<file path="src/pim_pkg.sv">
// constants and carrier types of the phy interrupt manager
package pim_pkg;
	// ============================================================
	// register offsets on the management port
	localparam logic [4:0] REG_BASIC_STATUS = 5'h01; // basic status, read clears some flags
	localparam logic [4:0] REG_AN_EXPANSION = 5'h06; // expansion, read clears fault/page
	localparam logic [4:0] REG_MODE_CTRL    = 5'h11; // mode control, holds the alt select
	localparam logic [4:0] REG_IRQ_FLAGS    = 5'h1D; // interrupt source flags
	localparam logic [4:0] REG_IRQ_MASK     = 5'h1E; // interrupt mask

	// ============================================================
	// field positions
	localparam int ALT_SEL_BIT   = 6; // alt release scheme select in mode control
	localparam int SRC_ENERGY    = 7; // line energy detect
	localparam int SRC_AN_DONE   = 6; // negotiation complete
	localparam int SRC_REM_FAULT = 5; // remote fault
	localparam int SRC_LINK_DOWN = 4; // link down (inverted link status)
	localparam int SRC_LP_ACK    = 3; // partner acknowledge
	localparam int SRC_PD_FAULT  = 2; // parallel detection fault
	localparam int SRC_PAGE_RX   = 1; // page received

	// ============================================================
	// reset values
	localparam logic [7:1] FLAGS_RST = 7'h00; // flags start clear
	localparam logic [7:1] MASK_RST  = 7'h00; // every source masked
	localparam logic       ALT_RST   = 1'b0;  // primary scheme after reset

	// ============================================================
	// timing of the late energy pulse
	localparam int CLK_KHZ         = 20000; // 20 MHz core clock
	localparam int ENERGY_DELAY_MS = 1000;  // wait after energy drops
	localparam int ENERGY_PULSE_MS = 256;   // length of the late pulse
	localparam int ENERGY_DELAY_CYC = ENERGY_DELAY_MS * CLK_KHZ;
	localparam int ENERGY_PULSE_CYC = ENERGY_PULSE_MS * CLK_KHZ;

	// ============================================================
	// carrier types
	typedef struct packed {
		logic line_energy_detect; // energy status
		logic an_complete;        // negotiation complete status
		logic remote_fault;       // remote fault status
		logic link_status;        // link up status
		logic lp_acknowledge;     // partner acknowledge status
		logic pd_fault;           // parallel detection fault status
		logic page_received;      // page received status
	} pim_status_s;

	typedef struct packed {
		logic [4:0]  addr;  // register index
		logic        rd;    // read strobe, one cycle
		logic        wr;    // write strobe, one cycle
		logic [15:0] wdata; // write data
	} pim_reg_req_s;
endpackage

</file>
<file path="src/pim_src_edge.sv">
// edge detector for the seven interrupt sources
`timescale 1ns/1ps
module pim_src_edge (
	// clock and reset
	input  wire logic       clk_in,
	input  wire logic       rst_in,
	// sources, link already inverted
	input  wire logic [7:1] src_in,
	// edges
	output logic      [7:1] rise_out,
	output logic      [7:1] fall_out
);
	// ============================================================
	// state
	typedef struct packed {
		logic [7:1] prev; // sources one cycle ago
	} pim_edge_s;

	pim_edge_s s_reg;  // registered state
	pim_edge_s s_next; // next state

	// prev resets low so a source already high at release counts as a rise
	always_comb begin
		s_next      = s_reg;
		s_next.prev = src_in;
	end

	// register the copy
	always_ff @(posedge clk_in) begin
		if (rst_in) begin
			s_reg.prev <= 7'h00;
		end else begin
			s_reg <= s_next;
		end
	end

	assign rise_out = src_in & ~s_reg.prev;
	assign fall_out = ~src_in & s_reg.prev;
endmodule

</file>
<file path="src/pim_energy_timer.sv">
// delayed energy pulse after cable removal
`timescale 1ns/1ps
module pim_energy_timer #(
	parameter int unsigned DELAY_CYC = pim_pkg::ENERGY_DELAY_CYC,
	parameter int unsigned PULSE_CYC = pim_pkg::ENERGY_PULSE_CYC
) (
	// clock and reset
	input  wire logic clk_in,
	input  wire logic rst_in,
	// control
	input  wire logic arm_in,    // flag released while energy present
	input  wire logic enable_in, // energy mask bit
	input  wire logic energy_in, // energy status
	// result
	output logic      pulse_out  // late interrupt request
);
	// ============================================================
	// states
	typedef enum logic [3:0] {
		T_IDLE  = 4'b0001,
		T_ARMED = 4'b0010,
		T_WAIT  = 4'b0100,
		T_PULSE = 4'b1000
	} pim_tmr_e;

	typedef struct packed {
		pim_tmr_e    st;  // phase
		logic [24:0] cnt; // cycle counter
	} pim_tmr_s;

	pim_tmr_s s_reg;  // registered state
	pim_tmr_s s_next; // next state

	// a masked source aborts the sequence at any phase
	always_comb begin
		s_next = s_reg;
		unique case (s_reg.st)
			T_IDLE: begin
				if (arm_in && enable_in) begin
					s_next.st = T_ARMED;
				end
			end
			T_ARMED: begin
				if (!enable_in) begin
					s_next.st = T_IDLE;
				end else if (!energy_in) begin
					s_next.st  = T_WAIT;
					s_next.cnt = 25'h0000000;
				end
			end
			T_WAIT: begin
				if (!enable_in) begin
					s_next.st = T_IDLE;
				end else if (energy_in) begin
					s_next.st = T_ARMED;
				end else if (s_reg.cnt == 25'(DELAY_CYC - 1)) begin
					s_next.st  = T_PULSE;
					s_next.cnt = 25'h0000000;
				end else begin
					s_next.cnt = s_reg.cnt + 25'h0000001;
				end
			end
			T_PULSE: begin
				if (!enable_in || s_reg.cnt == 25'(PULSE_CYC - 1)) begin
					s_next.st = T_IDLE;
				end else begin
					s_next.cnt = s_reg.cnt + 25'h0000001;
				end
			end
			default: s_next.st = T_IDLE;
		endcase
	end

	// register the copy
	always_ff @(posedge clk_in) begin
		if (rst_in) begin
			s_reg.st  <= T_IDLE;
			s_reg.cnt <= 25'h0000000;
		end else begin
			s_reg <= s_next;
		end
	end

	assign pulse_out = (s_reg.st == T_PULSE);
endmodule

</file>
<file path="src/pim_irq_manager.sv">
// interrupt flag, mask and release logic of the phy
`timescale 1ns/1ps

// Functional notes
// interrupt output active low, unclocked at the pin; the code drives the pin from a flip-flop
// primary release scheme after every reset
// writing one to mode bit selects alternate
// host reprograms alternate scheme after reset
// each mask bit gates its matching flag
// rising status sets flag; link uses falling
// primary mode releases on the source's event
// energy flag clears on fall or flag read
// negotiation flag clears on fall or read
// remote fault clears on fall, status reads
// link down clears only on status reads
// acknowledge flag clears on fall or read
// detection fault has five release events
// page received has five release events
// alternate: clearing mask releases output at once
// alternate: writing one re-examines the source
// clear only when source is back idle
// late 256 ms energy pulse after removal
// host should mask energy inside its handler
// energy flag reads one at power up
// flags read only and latch high
// output is or of masked flags, inverted
module pim_irq_manager #(
	parameter int unsigned ENERGY_DELAY_CYC = pim_pkg::ENERGY_DELAY_CYC,
	parameter int unsigned ENERGY_PULSE_CYC = pim_pkg::ENERGY_PULSE_CYC
) (
	// clock and reset
	input  wire logic                  MCLK_IN,
	input  wire logic                  RST_IN,
	// internal status sources
	input  wire pim_pkg::pim_status_s  STATUS_IN,
	input  wire logic                  AN_RESTART_IN,
	// management register port
	input  wire pim_pkg::pim_reg_req_s REG_REQ_IN,
	output logic [15:0]                REG_RDATA_OUT,
	output logic                       REG_RVALID_OUT,
	// interrupt and mode
	output logic                       IRQ_N_OUT,
	output logic                       ALT_IRQ_SELECT_OUT
);
	// ============================================================
	// helpers

	// one address decode used for every register strobe
	function automatic logic reg_hit(input logic [4:0] addr, input logic [4:0] off,
		input logic strobe);
		reg_hit = strobe && (addr == off);
	endfunction

	// ============================================================
	// state
	typedef struct packed {
		logic [7:1]  flags;          // latched source flags
		logic [7:1]  mask;           // source enables
		logic        alt_irq_select; // alternate release scheme
		logic        irq_out_n;      // registered interrupt level
		logic [15:0] rdata;          // read data
		logic        rvalid;         // read answer valid
	} pim_state_s;

	pim_state_s s_reg;  // registered state
	pim_state_s s_next; // next state

	logic [7:1] src_eff;     // sources, link inverted so every set is a rise
	logic [7:1] src_rise;    // set events
	logic [7:1] src_fall;    // source returned idle
	logic       late_pulse;  // delayed energy request
	logic       energy_arm;  // energy flag released while energy still high
	logic [7:1] clr_primary; // primary scheme release events
	logic [7:1] clr_alt;     // alternate scheme checked clears
	logic [7:1] clr_any;     // release for the active scheme
	logic       rd_flags;    // read of the flag register
	logic       rd_basic;    // read of the basic status register
	logic       rd_expan;    // read of the expansion register
	logic       wr_flags;    // write of the flag register
	logic       wr_mask;     // write of the mask register
	logic       wr_mode;     // write of the mode control register

	// ============================================================
	// source conditioning

	// link down is the only falling-edge source; invert it once here
	always_comb begin
		src_eff                        = 7'h00;
		src_eff[pim_pkg::SRC_ENERGY]    = STATUS_IN.line_energy_detect;
		src_eff[pim_pkg::SRC_AN_DONE]   = STATUS_IN.an_complete;
		src_eff[pim_pkg::SRC_REM_FAULT] = STATUS_IN.remote_fault;
		src_eff[pim_pkg::SRC_LINK_DOWN] = ~STATUS_IN.link_status;
		src_eff[pim_pkg::SRC_LP_ACK]    = STATUS_IN.lp_acknowledge;
		src_eff[pim_pkg::SRC_PD_FAULT]  = STATUS_IN.pd_fault;
		src_eff[pim_pkg::SRC_PAGE_RX]   = STATUS_IN.page_received;
	end

	// edge detection of all sources
	pim_src_edge u_edge (
		.clk_in   (MCLK_IN),
		.rst_in   (RST_IN),
		.src_in   (src_eff),
		.rise_out (src_rise),
		.fall_out (src_fall)
	);

	// late pulse after the cable goes away
	pim_energy_timer #(
		.DELAY_CYC (ENERGY_DELAY_CYC),
		.PULSE_CYC (ENERGY_PULSE_CYC)
	) u_energy (
		.clk_in    (MCLK_IN),
		.rst_in    (RST_IN),
		.arm_in    (energy_arm),
		.enable_in (s_reg.mask[pim_pkg::SRC_ENERGY]),
		.energy_in (STATUS_IN.line_energy_detect),
		.pulse_out (late_pulse)
	);

	// ============================================================
	// register strobes
	assign rd_flags = reg_hit(REG_REQ_IN.addr, pim_pkg::REG_IRQ_FLAGS, REG_REQ_IN.rd);
	assign rd_basic = reg_hit(REG_REQ_IN.addr, pim_pkg::REG_BASIC_STATUS, REG_REQ_IN.rd);
	assign rd_expan = reg_hit(REG_REQ_IN.addr, pim_pkg::REG_AN_EXPANSION, REG_REQ_IN.rd);
	assign wr_flags = reg_hit(REG_REQ_IN.addr, pim_pkg::REG_IRQ_FLAGS, REG_REQ_IN.wr);
	assign wr_mask  = reg_hit(REG_REQ_IN.addr, pim_pkg::REG_IRQ_MASK, REG_REQ_IN.wr);
	assign wr_mode  = reg_hit(REG_REQ_IN.addr, pim_pkg::REG_MODE_CTRL, REG_REQ_IN.wr);

	// ============================================================
	// release events

	// primary scheme: each source has its own set of release events
	always_comb begin
		clr_primary = 7'h00;
		// a fall of the source releases all but link down
		clr_primary[pim_pkg::SRC_ENERGY]    = src_fall[pim_pkg::SRC_ENERGY];
		clr_primary[pim_pkg::SRC_AN_DONE]   = src_fall[pim_pkg::SRC_AN_DONE];
		clr_primary[pim_pkg::SRC_REM_FAULT] = src_fall[pim_pkg::SRC_REM_FAULT] | rd_basic;
		// a returning link leaves the link flag alone
		clr_primary[pim_pkg::SRC_LINK_DOWN] = rd_basic;
		clr_primary[pim_pkg::SRC_LP_ACK]    = src_fall[pim_pkg::SRC_LP_ACK];
		// detection fault and page: expansion read, restart or link loss too
		clr_primary[pim_pkg::SRC_PD_FAULT]  = src_fall[pim_pkg::SRC_PD_FAULT] | rd_expan
			| AN_RESTART_IN | src_rise[pim_pkg::SRC_LINK_DOWN];
		clr_primary[pim_pkg::SRC_PAGE_RX]   = src_fall[pim_pkg::SRC_PAGE_RX] | rd_expan
			| AN_RESTART_IN | src_rise[pim_pkg::SRC_LINK_DOWN];
		// any read of the flag register releases every flag
		if (rd_flags) begin
			clr_primary = 7'h7F;
		end
	end

	// alternate scheme: a one written only clears where the source is idle
	always_comb begin
		clr_alt = 7'h00;
		if (wr_flags) begin
			clr_alt = REG_REQ_IN.wdata[7:1] & ~src_eff;
		end
	end

	assign clr_any = s_reg.alt_irq_select ? clr_alt : clr_primary;
	// primary release events have no effect in the alternate scheme

	// ============================================================
	// next state
	always_comb begin
		s_next = s_reg;
		// flags latch high; a new event in the clearing cycle wins
		s_next.flags = src_rise | (s_reg.flags & ~clr_any);
		// mask is plain read/write; bit 0 and the upper byte stay zero
		if (wr_mask) begin
			s_next.mask = REG_REQ_IN.wdata[7:1];
		end
		// mode bit write selects the release scheme
		if (wr_mode) begin
			s_next.alt_irq_select = REG_REQ_IN.wdata[pim_pkg::ALT_SEL_BIT];
		end
		// read answers; the value is the one before this cycle's clear
		s_next.rvalid = 1'b0;
		s_next.rdata  = 16'h0000;
		if (rd_flags) begin
			s_next.rvalid = 1'b1;
			s_next.rdata  = {8'h00, s_reg.flags, 1'b0};
		end else if (reg_hit(REG_REQ_IN.addr, pim_pkg::REG_IRQ_MASK, REG_REQ_IN.rd)) begin
			s_next.rvalid = 1'b1;
			s_next.rdata  = {8'h00, s_reg.mask, 1'b0};
		end
		// output follows masked flags with no event memory of its own;
		// the late energy pulse rides the same mask bit
		s_next.irq_out_n = ~(|(s_next.flags & s_next.mask)
			| (late_pulse & s_next.mask[pim_pkg::SRC_ENERGY]));
	end

	// arm the late pulse when a read drops the energy flag under live energy
	// an alternate check cannot arm it, as it needs energy low
	assign energy_arm = s_reg.flags[pim_pkg::SRC_ENERGY] & ~s_next.flags[pim_pkg::SRC_ENERGY]
		& STATUS_IN.line_energy_detect;

	// ============================================================
	// state register

	// reset always returns to the primary scheme; the alternate one is lost
	always_ff @(posedge MCLK_IN) begin
		if (RST_IN) begin
			s_reg.flags          <= pim_pkg::FLAGS_RST;
			s_reg.mask           <= pim_pkg::MASK_RST;
			s_reg.alt_irq_select <= pim_pkg::ALT_RST;
			s_reg.irq_out_n      <= 1'b1;
			s_reg.rdata          <= 16'h0000;
			s_reg.rvalid         <= 1'b0;
		end else begin
			s_reg <= s_next;
		end
	end

	// ============================================================
	// outputs, all from flip-flops; the pin is registered, one cycle late
	// registering the pin trades one cycle for a glitch-free line
	assign IRQ_N_OUT          = s_reg.irq_out_n;
	assign ALT_IRQ_SELECT_OUT = s_reg.alt_irq_select;
	assign REG_RDATA_OUT      = s_reg.rdata;
	assign REG_RVALID_OUT     = s_reg.rvalid;
endmodule

</file>
<file path="config.mk">
export PLATFORM = sky130hd
export DESIGN_NAME = pim_irq_manager
export DESIGN_NICKNAME = d
export VERILOG_FILES = /design/src/pim_pkg.sv /design/src/pim_src_edge.sv /design/src/pim_energy_timer.sv /design/src/pim_irq_manager.sv
export SDC_FILE = /design/constraint.sdc
export NUM_CORES = 1
export LEC_CHECK = 0
export ABC_AREA = 1
export BUFFER_PORTS_ARGS = -buffer_cell sky130_fd_sc_hd__buf_2
export CORE_UTILIZATION = 57
export CTS_CLUSTER_SIZE = 40
export DETAILED_ROUTE_END_ITERATION = 6
export GPL_TIMING_DRIVEN = 0
export PLACE_DENSITY = 0.84
export SLEW_MARGIN = 25
export SYNTH_ARGS = -nofsm -noshare
export SYNTH_HDL_FRONTEND = slang
export SYNTH_SLANG_ARGS = --single-unit
export TNS_END_PERCENT = 100
</file>
<file path="constraint.sdc">
create_clock -name MCLK_IN -period 2.5 [get_ports MCLK_IN]
set_clock_uncertainty 0.15 [all_clocks]
set_input_delay 0.5 -clock MCLK_IN [delete_from_list [all_inputs] [get_ports MCLK_IN]]
set_output_delay 0.5 -clock MCLK_IN [all_outputs]
set_load 0.005 [all_outputs]
</file>
==> impl_metrics.csv <==
group,metric,value,unit
hold_path,min_path_type,"in2reg",
floorplanning,die_w,80.86,um
sta,finalCritPeriodShare,88.72,%
run,maxcap_viol_count,0,
clocking,clk_pin_slew_worst_paths,0.08,ns
global_routing,vias_in_the_first_global_route,3295,
sta,setup_total_negative_slack,0,ns
logic_synthesis,yosys_warnings,0,
critical_path,timing.critical_path.max_delay_family,"simple AND/OR/NAND/NOR gates",
routing,wl_met2,4.060,mm
hold_path,min-delay-start,"STATUS_IN[3]",
floorplanning,chipHeight,80.86,um
sta,setup_violators_final,0,
critical_path,path_common_cell,"nand2_1",
clocking,cts_resized,0,
clocking,postCtsSetupRepairBufs,0,
critical_path,cp-endpoint,"u_energy.s_reg[23]",
floorplanning,die_area,0.006538,sq mm
logic_synthesis,post_synth_xor_area_fraction,0.4942,%
critical_path,slowest_delay,0.46,ns
sta,final-hold-violation-count,0,
logic_synthesis,netlist_area,0.003545,sq mm
pwr,worst_ir_drop_vdd,450.5,uV
critical_path,arrival,2.30,ns
layout,diodes,0,
routing,route.top_layer_used,"met4",
layout,mostFrequentLayoutCells,"170 x nand2_1, 91 x nor2_1, 76 x inv_1",
sta,slew-limit-headroom,63.25,%
global_routing,grt_max_degree,13,
layout,fillers,563,
layout,area.sequential,0.001201,sq mm
clocking,ctsHtreeMaxLevel,3,
clocking,clk_latency,0.35,ns
routing,ant_nets,0,
layout,final_common_cell,"nand2_1",
critical_path,setup.worst_path.end_class,"register",
critical_path,critical_path_buf_inv_count,0,
critical_path,worstPathCellList,"ha_1, nand2_1, nor2_2, nand2_1, nor2_1, nand2_1, nand2_1, nand2_2, o21ai_4, nor2_2",
critical_path,setup.worst_path.start,"u_energy.s_reg[0]",
pwr,power.leakage,1.839,nW
pwr,power_per_cell_area,564.7,mW/mm^2
critical_path,criticalPathCategory,"reg2reg",
logic_synthesis,synth.yosys.seq_area_share,33.89,%
clocking,numClockSinks,60,
routing,remaining_drc_errors,0,
logic_synthesis,yosys.area_share.simple,42.32,%
critical_path,reg2reg_from,"u_energy.s_reg[0]",
clocking,tritoncts_clock_tree,"done",
floorplanning,start_util,59.52,%
clocking,numCtsBuffers,9,
sta,tightest_pin_transition,0.5513,ns
sta,fmax,450.8,MHz
sta,unrepaired_setup_endpoints_after_global_routing,"no",
logic_synthesis,synth-compound-area-share,9.072,%
critical_path,timing.reg2reg.worst_path_depth,10,
routing,via_count,3623,
critical_path,start_kind,"register",
routing,m1WireLength,3.723,mm
global_routing,globalRoute.totalOverflow,0,
routing,detail_route.iter0.violations,321,
routing,detailroute.wirelength.met3,677,um
logic_synthesis,synth_top_family_by_area,"simple AND/OR/NAND/NOR gates",
outcome,run_status,"finished, final reports clean",
critical_path,crit_path_top_delay_cell,"o21ai_4",
logic_synthesis,post_synth_inst_count,569,
clocking,hold_buffers,0,
critical_path,ff2ff_setup_slack,0.28,ns
global_routing,track_usage,28.52,%
global_routing,grt_antenna_before_repair,0,
placement,dp_hpwl,6.163,mm
pwr,finalPower,2.285,mW
global_routing,first_pass_grt_wire_length,14.30,mm
floorplanning,num_rows,28,
logic_synthesis,avg_inst_size_synth,6.230,sq um
layout,share_of_layout_cells_above_drive_strength_1,16.51,%
clocking,cts.path.max_buffers,2,
critical_path,worst_r2r_dst,"u_energy.s_reg[23]",
routing,route.detailed.wl_per_inst,12.28,um
placement,placement.io_buffers,31,
logic_synthesis,flip_flop_and_latch_count_after_synthesis,60,
critical_path,total_stage_count_of_the_critical_path,10,
routing,viasPerCell,5.183,
logic_synthesis,post_synth_mux_area_share,0,%
logic_synthesis,yosysUniqueCellTypes,35,
routing,detail_route.wirelength,8.584,mm
floorplanning,core-area,0.005956,sq mm
sta,fin_crit,2.218,ns
layout,layout-area-overhead-vs-synth,14.15,%
layout,multi_input_comb_area,0.001886,sq mm
clocking,clock_root_buffer,"clkbuf_8",
placement,weighted_congestion_reported_at_the_end_of_routability_driven_placement,0.9146,
sta,total_count_of_max_transition_violations_in_the_final_report,0,
logic_synthesis,yosys.area_share.adder,0.3530,%
layout,nets,653,
critical_path,crit_path_max_fanout,10,
critical_path,timing.critical_path.required,2.58,ns
layout,largest_register_ff_count,29,
floorplanning,boundaryPins,52,
routing,drt_pass1_iterations,5,
[cells in the mapped netlist, drive strengths merged]
cell type | number | area (sq um)
nand2 | 176 | 680.7
nor3 | 11 | 80.08
nor4 | 4 | 40.04
a21oi | 39 | 206.5
nand4 | 5 | 31.28
nor2 | 101 | 427.9
or2 | 2 | 12.51
xor2 | 2 | 17.52
conb | 1 | 3.750
a31oi | 1 | 6.260
clkinv | 1 | 3.750
dfxtp | 60 | 1201
nand3b | 1 | 7.510
o21a | 7 | 52.55
ha | 1 | 12.51
clkbuf | 4 | 15.01
buf | 23 | 170.2
inv | 79 | 299.0
o21ai | 9 | 56.31
nand3 | 42 | 220.2
[how the worst min path moves through the flow]
| stage | end | cells past startpoint |
|---|---|---|
| CTS | u_edge.s_reg[3] | 2 |
| detailed placement | REG_RDATA_OUT[4] | 2 |
| global placement | REG_RDATA_OUT[4] | 2 |
| global route | u_edge.s_reg[3] | 2 |
| floorplan | REG_RDATA_OUT[1] | 2 |
| finish | u_edge.s_reg[3] | 2 |
[worst reg2reg max path, delay by kind of cell (launching register included)]
| family | cells | cell delay, ns |
|---|---|---|
| compound gates | 1 | 0.46 |
| simple gates | 8 | 0.80 |
| flops | 1 | 0.38 |
| fa+ha+maj | 1 | 0.31 |
[power by group]
group          leakage (nW)  total, mW  internal (mW)  switching [mW]
logic                  1.24      0.275          0.101           0.174
registers             0.488       1.02          0.992          0.0245
clock network         0.110      0.993          0.566           0.428
[area by class of cell]
type / count / area share, %
clock buffers: 9 / 3.061
multi-input cells: 410 / 46.60
clock inverters: 7 / 2.443
inverters: 80 / 7.483
repair buffers: 31 / 3.834
plain buffers: 27 / 4.576
flip-flops and latches: 60 / 29.68
well taps: 75 / 2.319
[layer usage]
metal | track usage, % | up-vias
li1 | - | 1840
met1 | 35.73 | 1615
met2 | 48.15 | 148
met3 | 6.067 | 20
met4 | 10.00 | 0
met5 | 0 | -
[cells by family after synthesis]
| kind of cell | Yosys count |
|---|---|
| compound gates | 56 |
| xor+xnor | 2 |
| fa+ha+maj | 1 |
| buf+inv | 107 |
| flops | 60 |
| other cells | 1 |
| simple gates | 342 |
[stage by stage]
stage | area [sq um] | setup WS [ns] | hold slack, ns | cells | util [%]
floorplan | 3575 | 0.6690 | 0.2909 | 577 | -
global placement | 3824 | 0.2459 | 0.2983 | 683 | 64.20
detailed placement | 3824 | 0.2353 | 0.3086 | 683 | 64.20
CTS | 4046 | 0.3173 | 0.1885 | 699 | 67.94
global route | 4046 | 0.08309 | 0.1997 | 699 | 67.94
finish | 4046 | 0.2819 | 0.1953 | 699 | 67.94
Power figures use the tool's default switching activity.
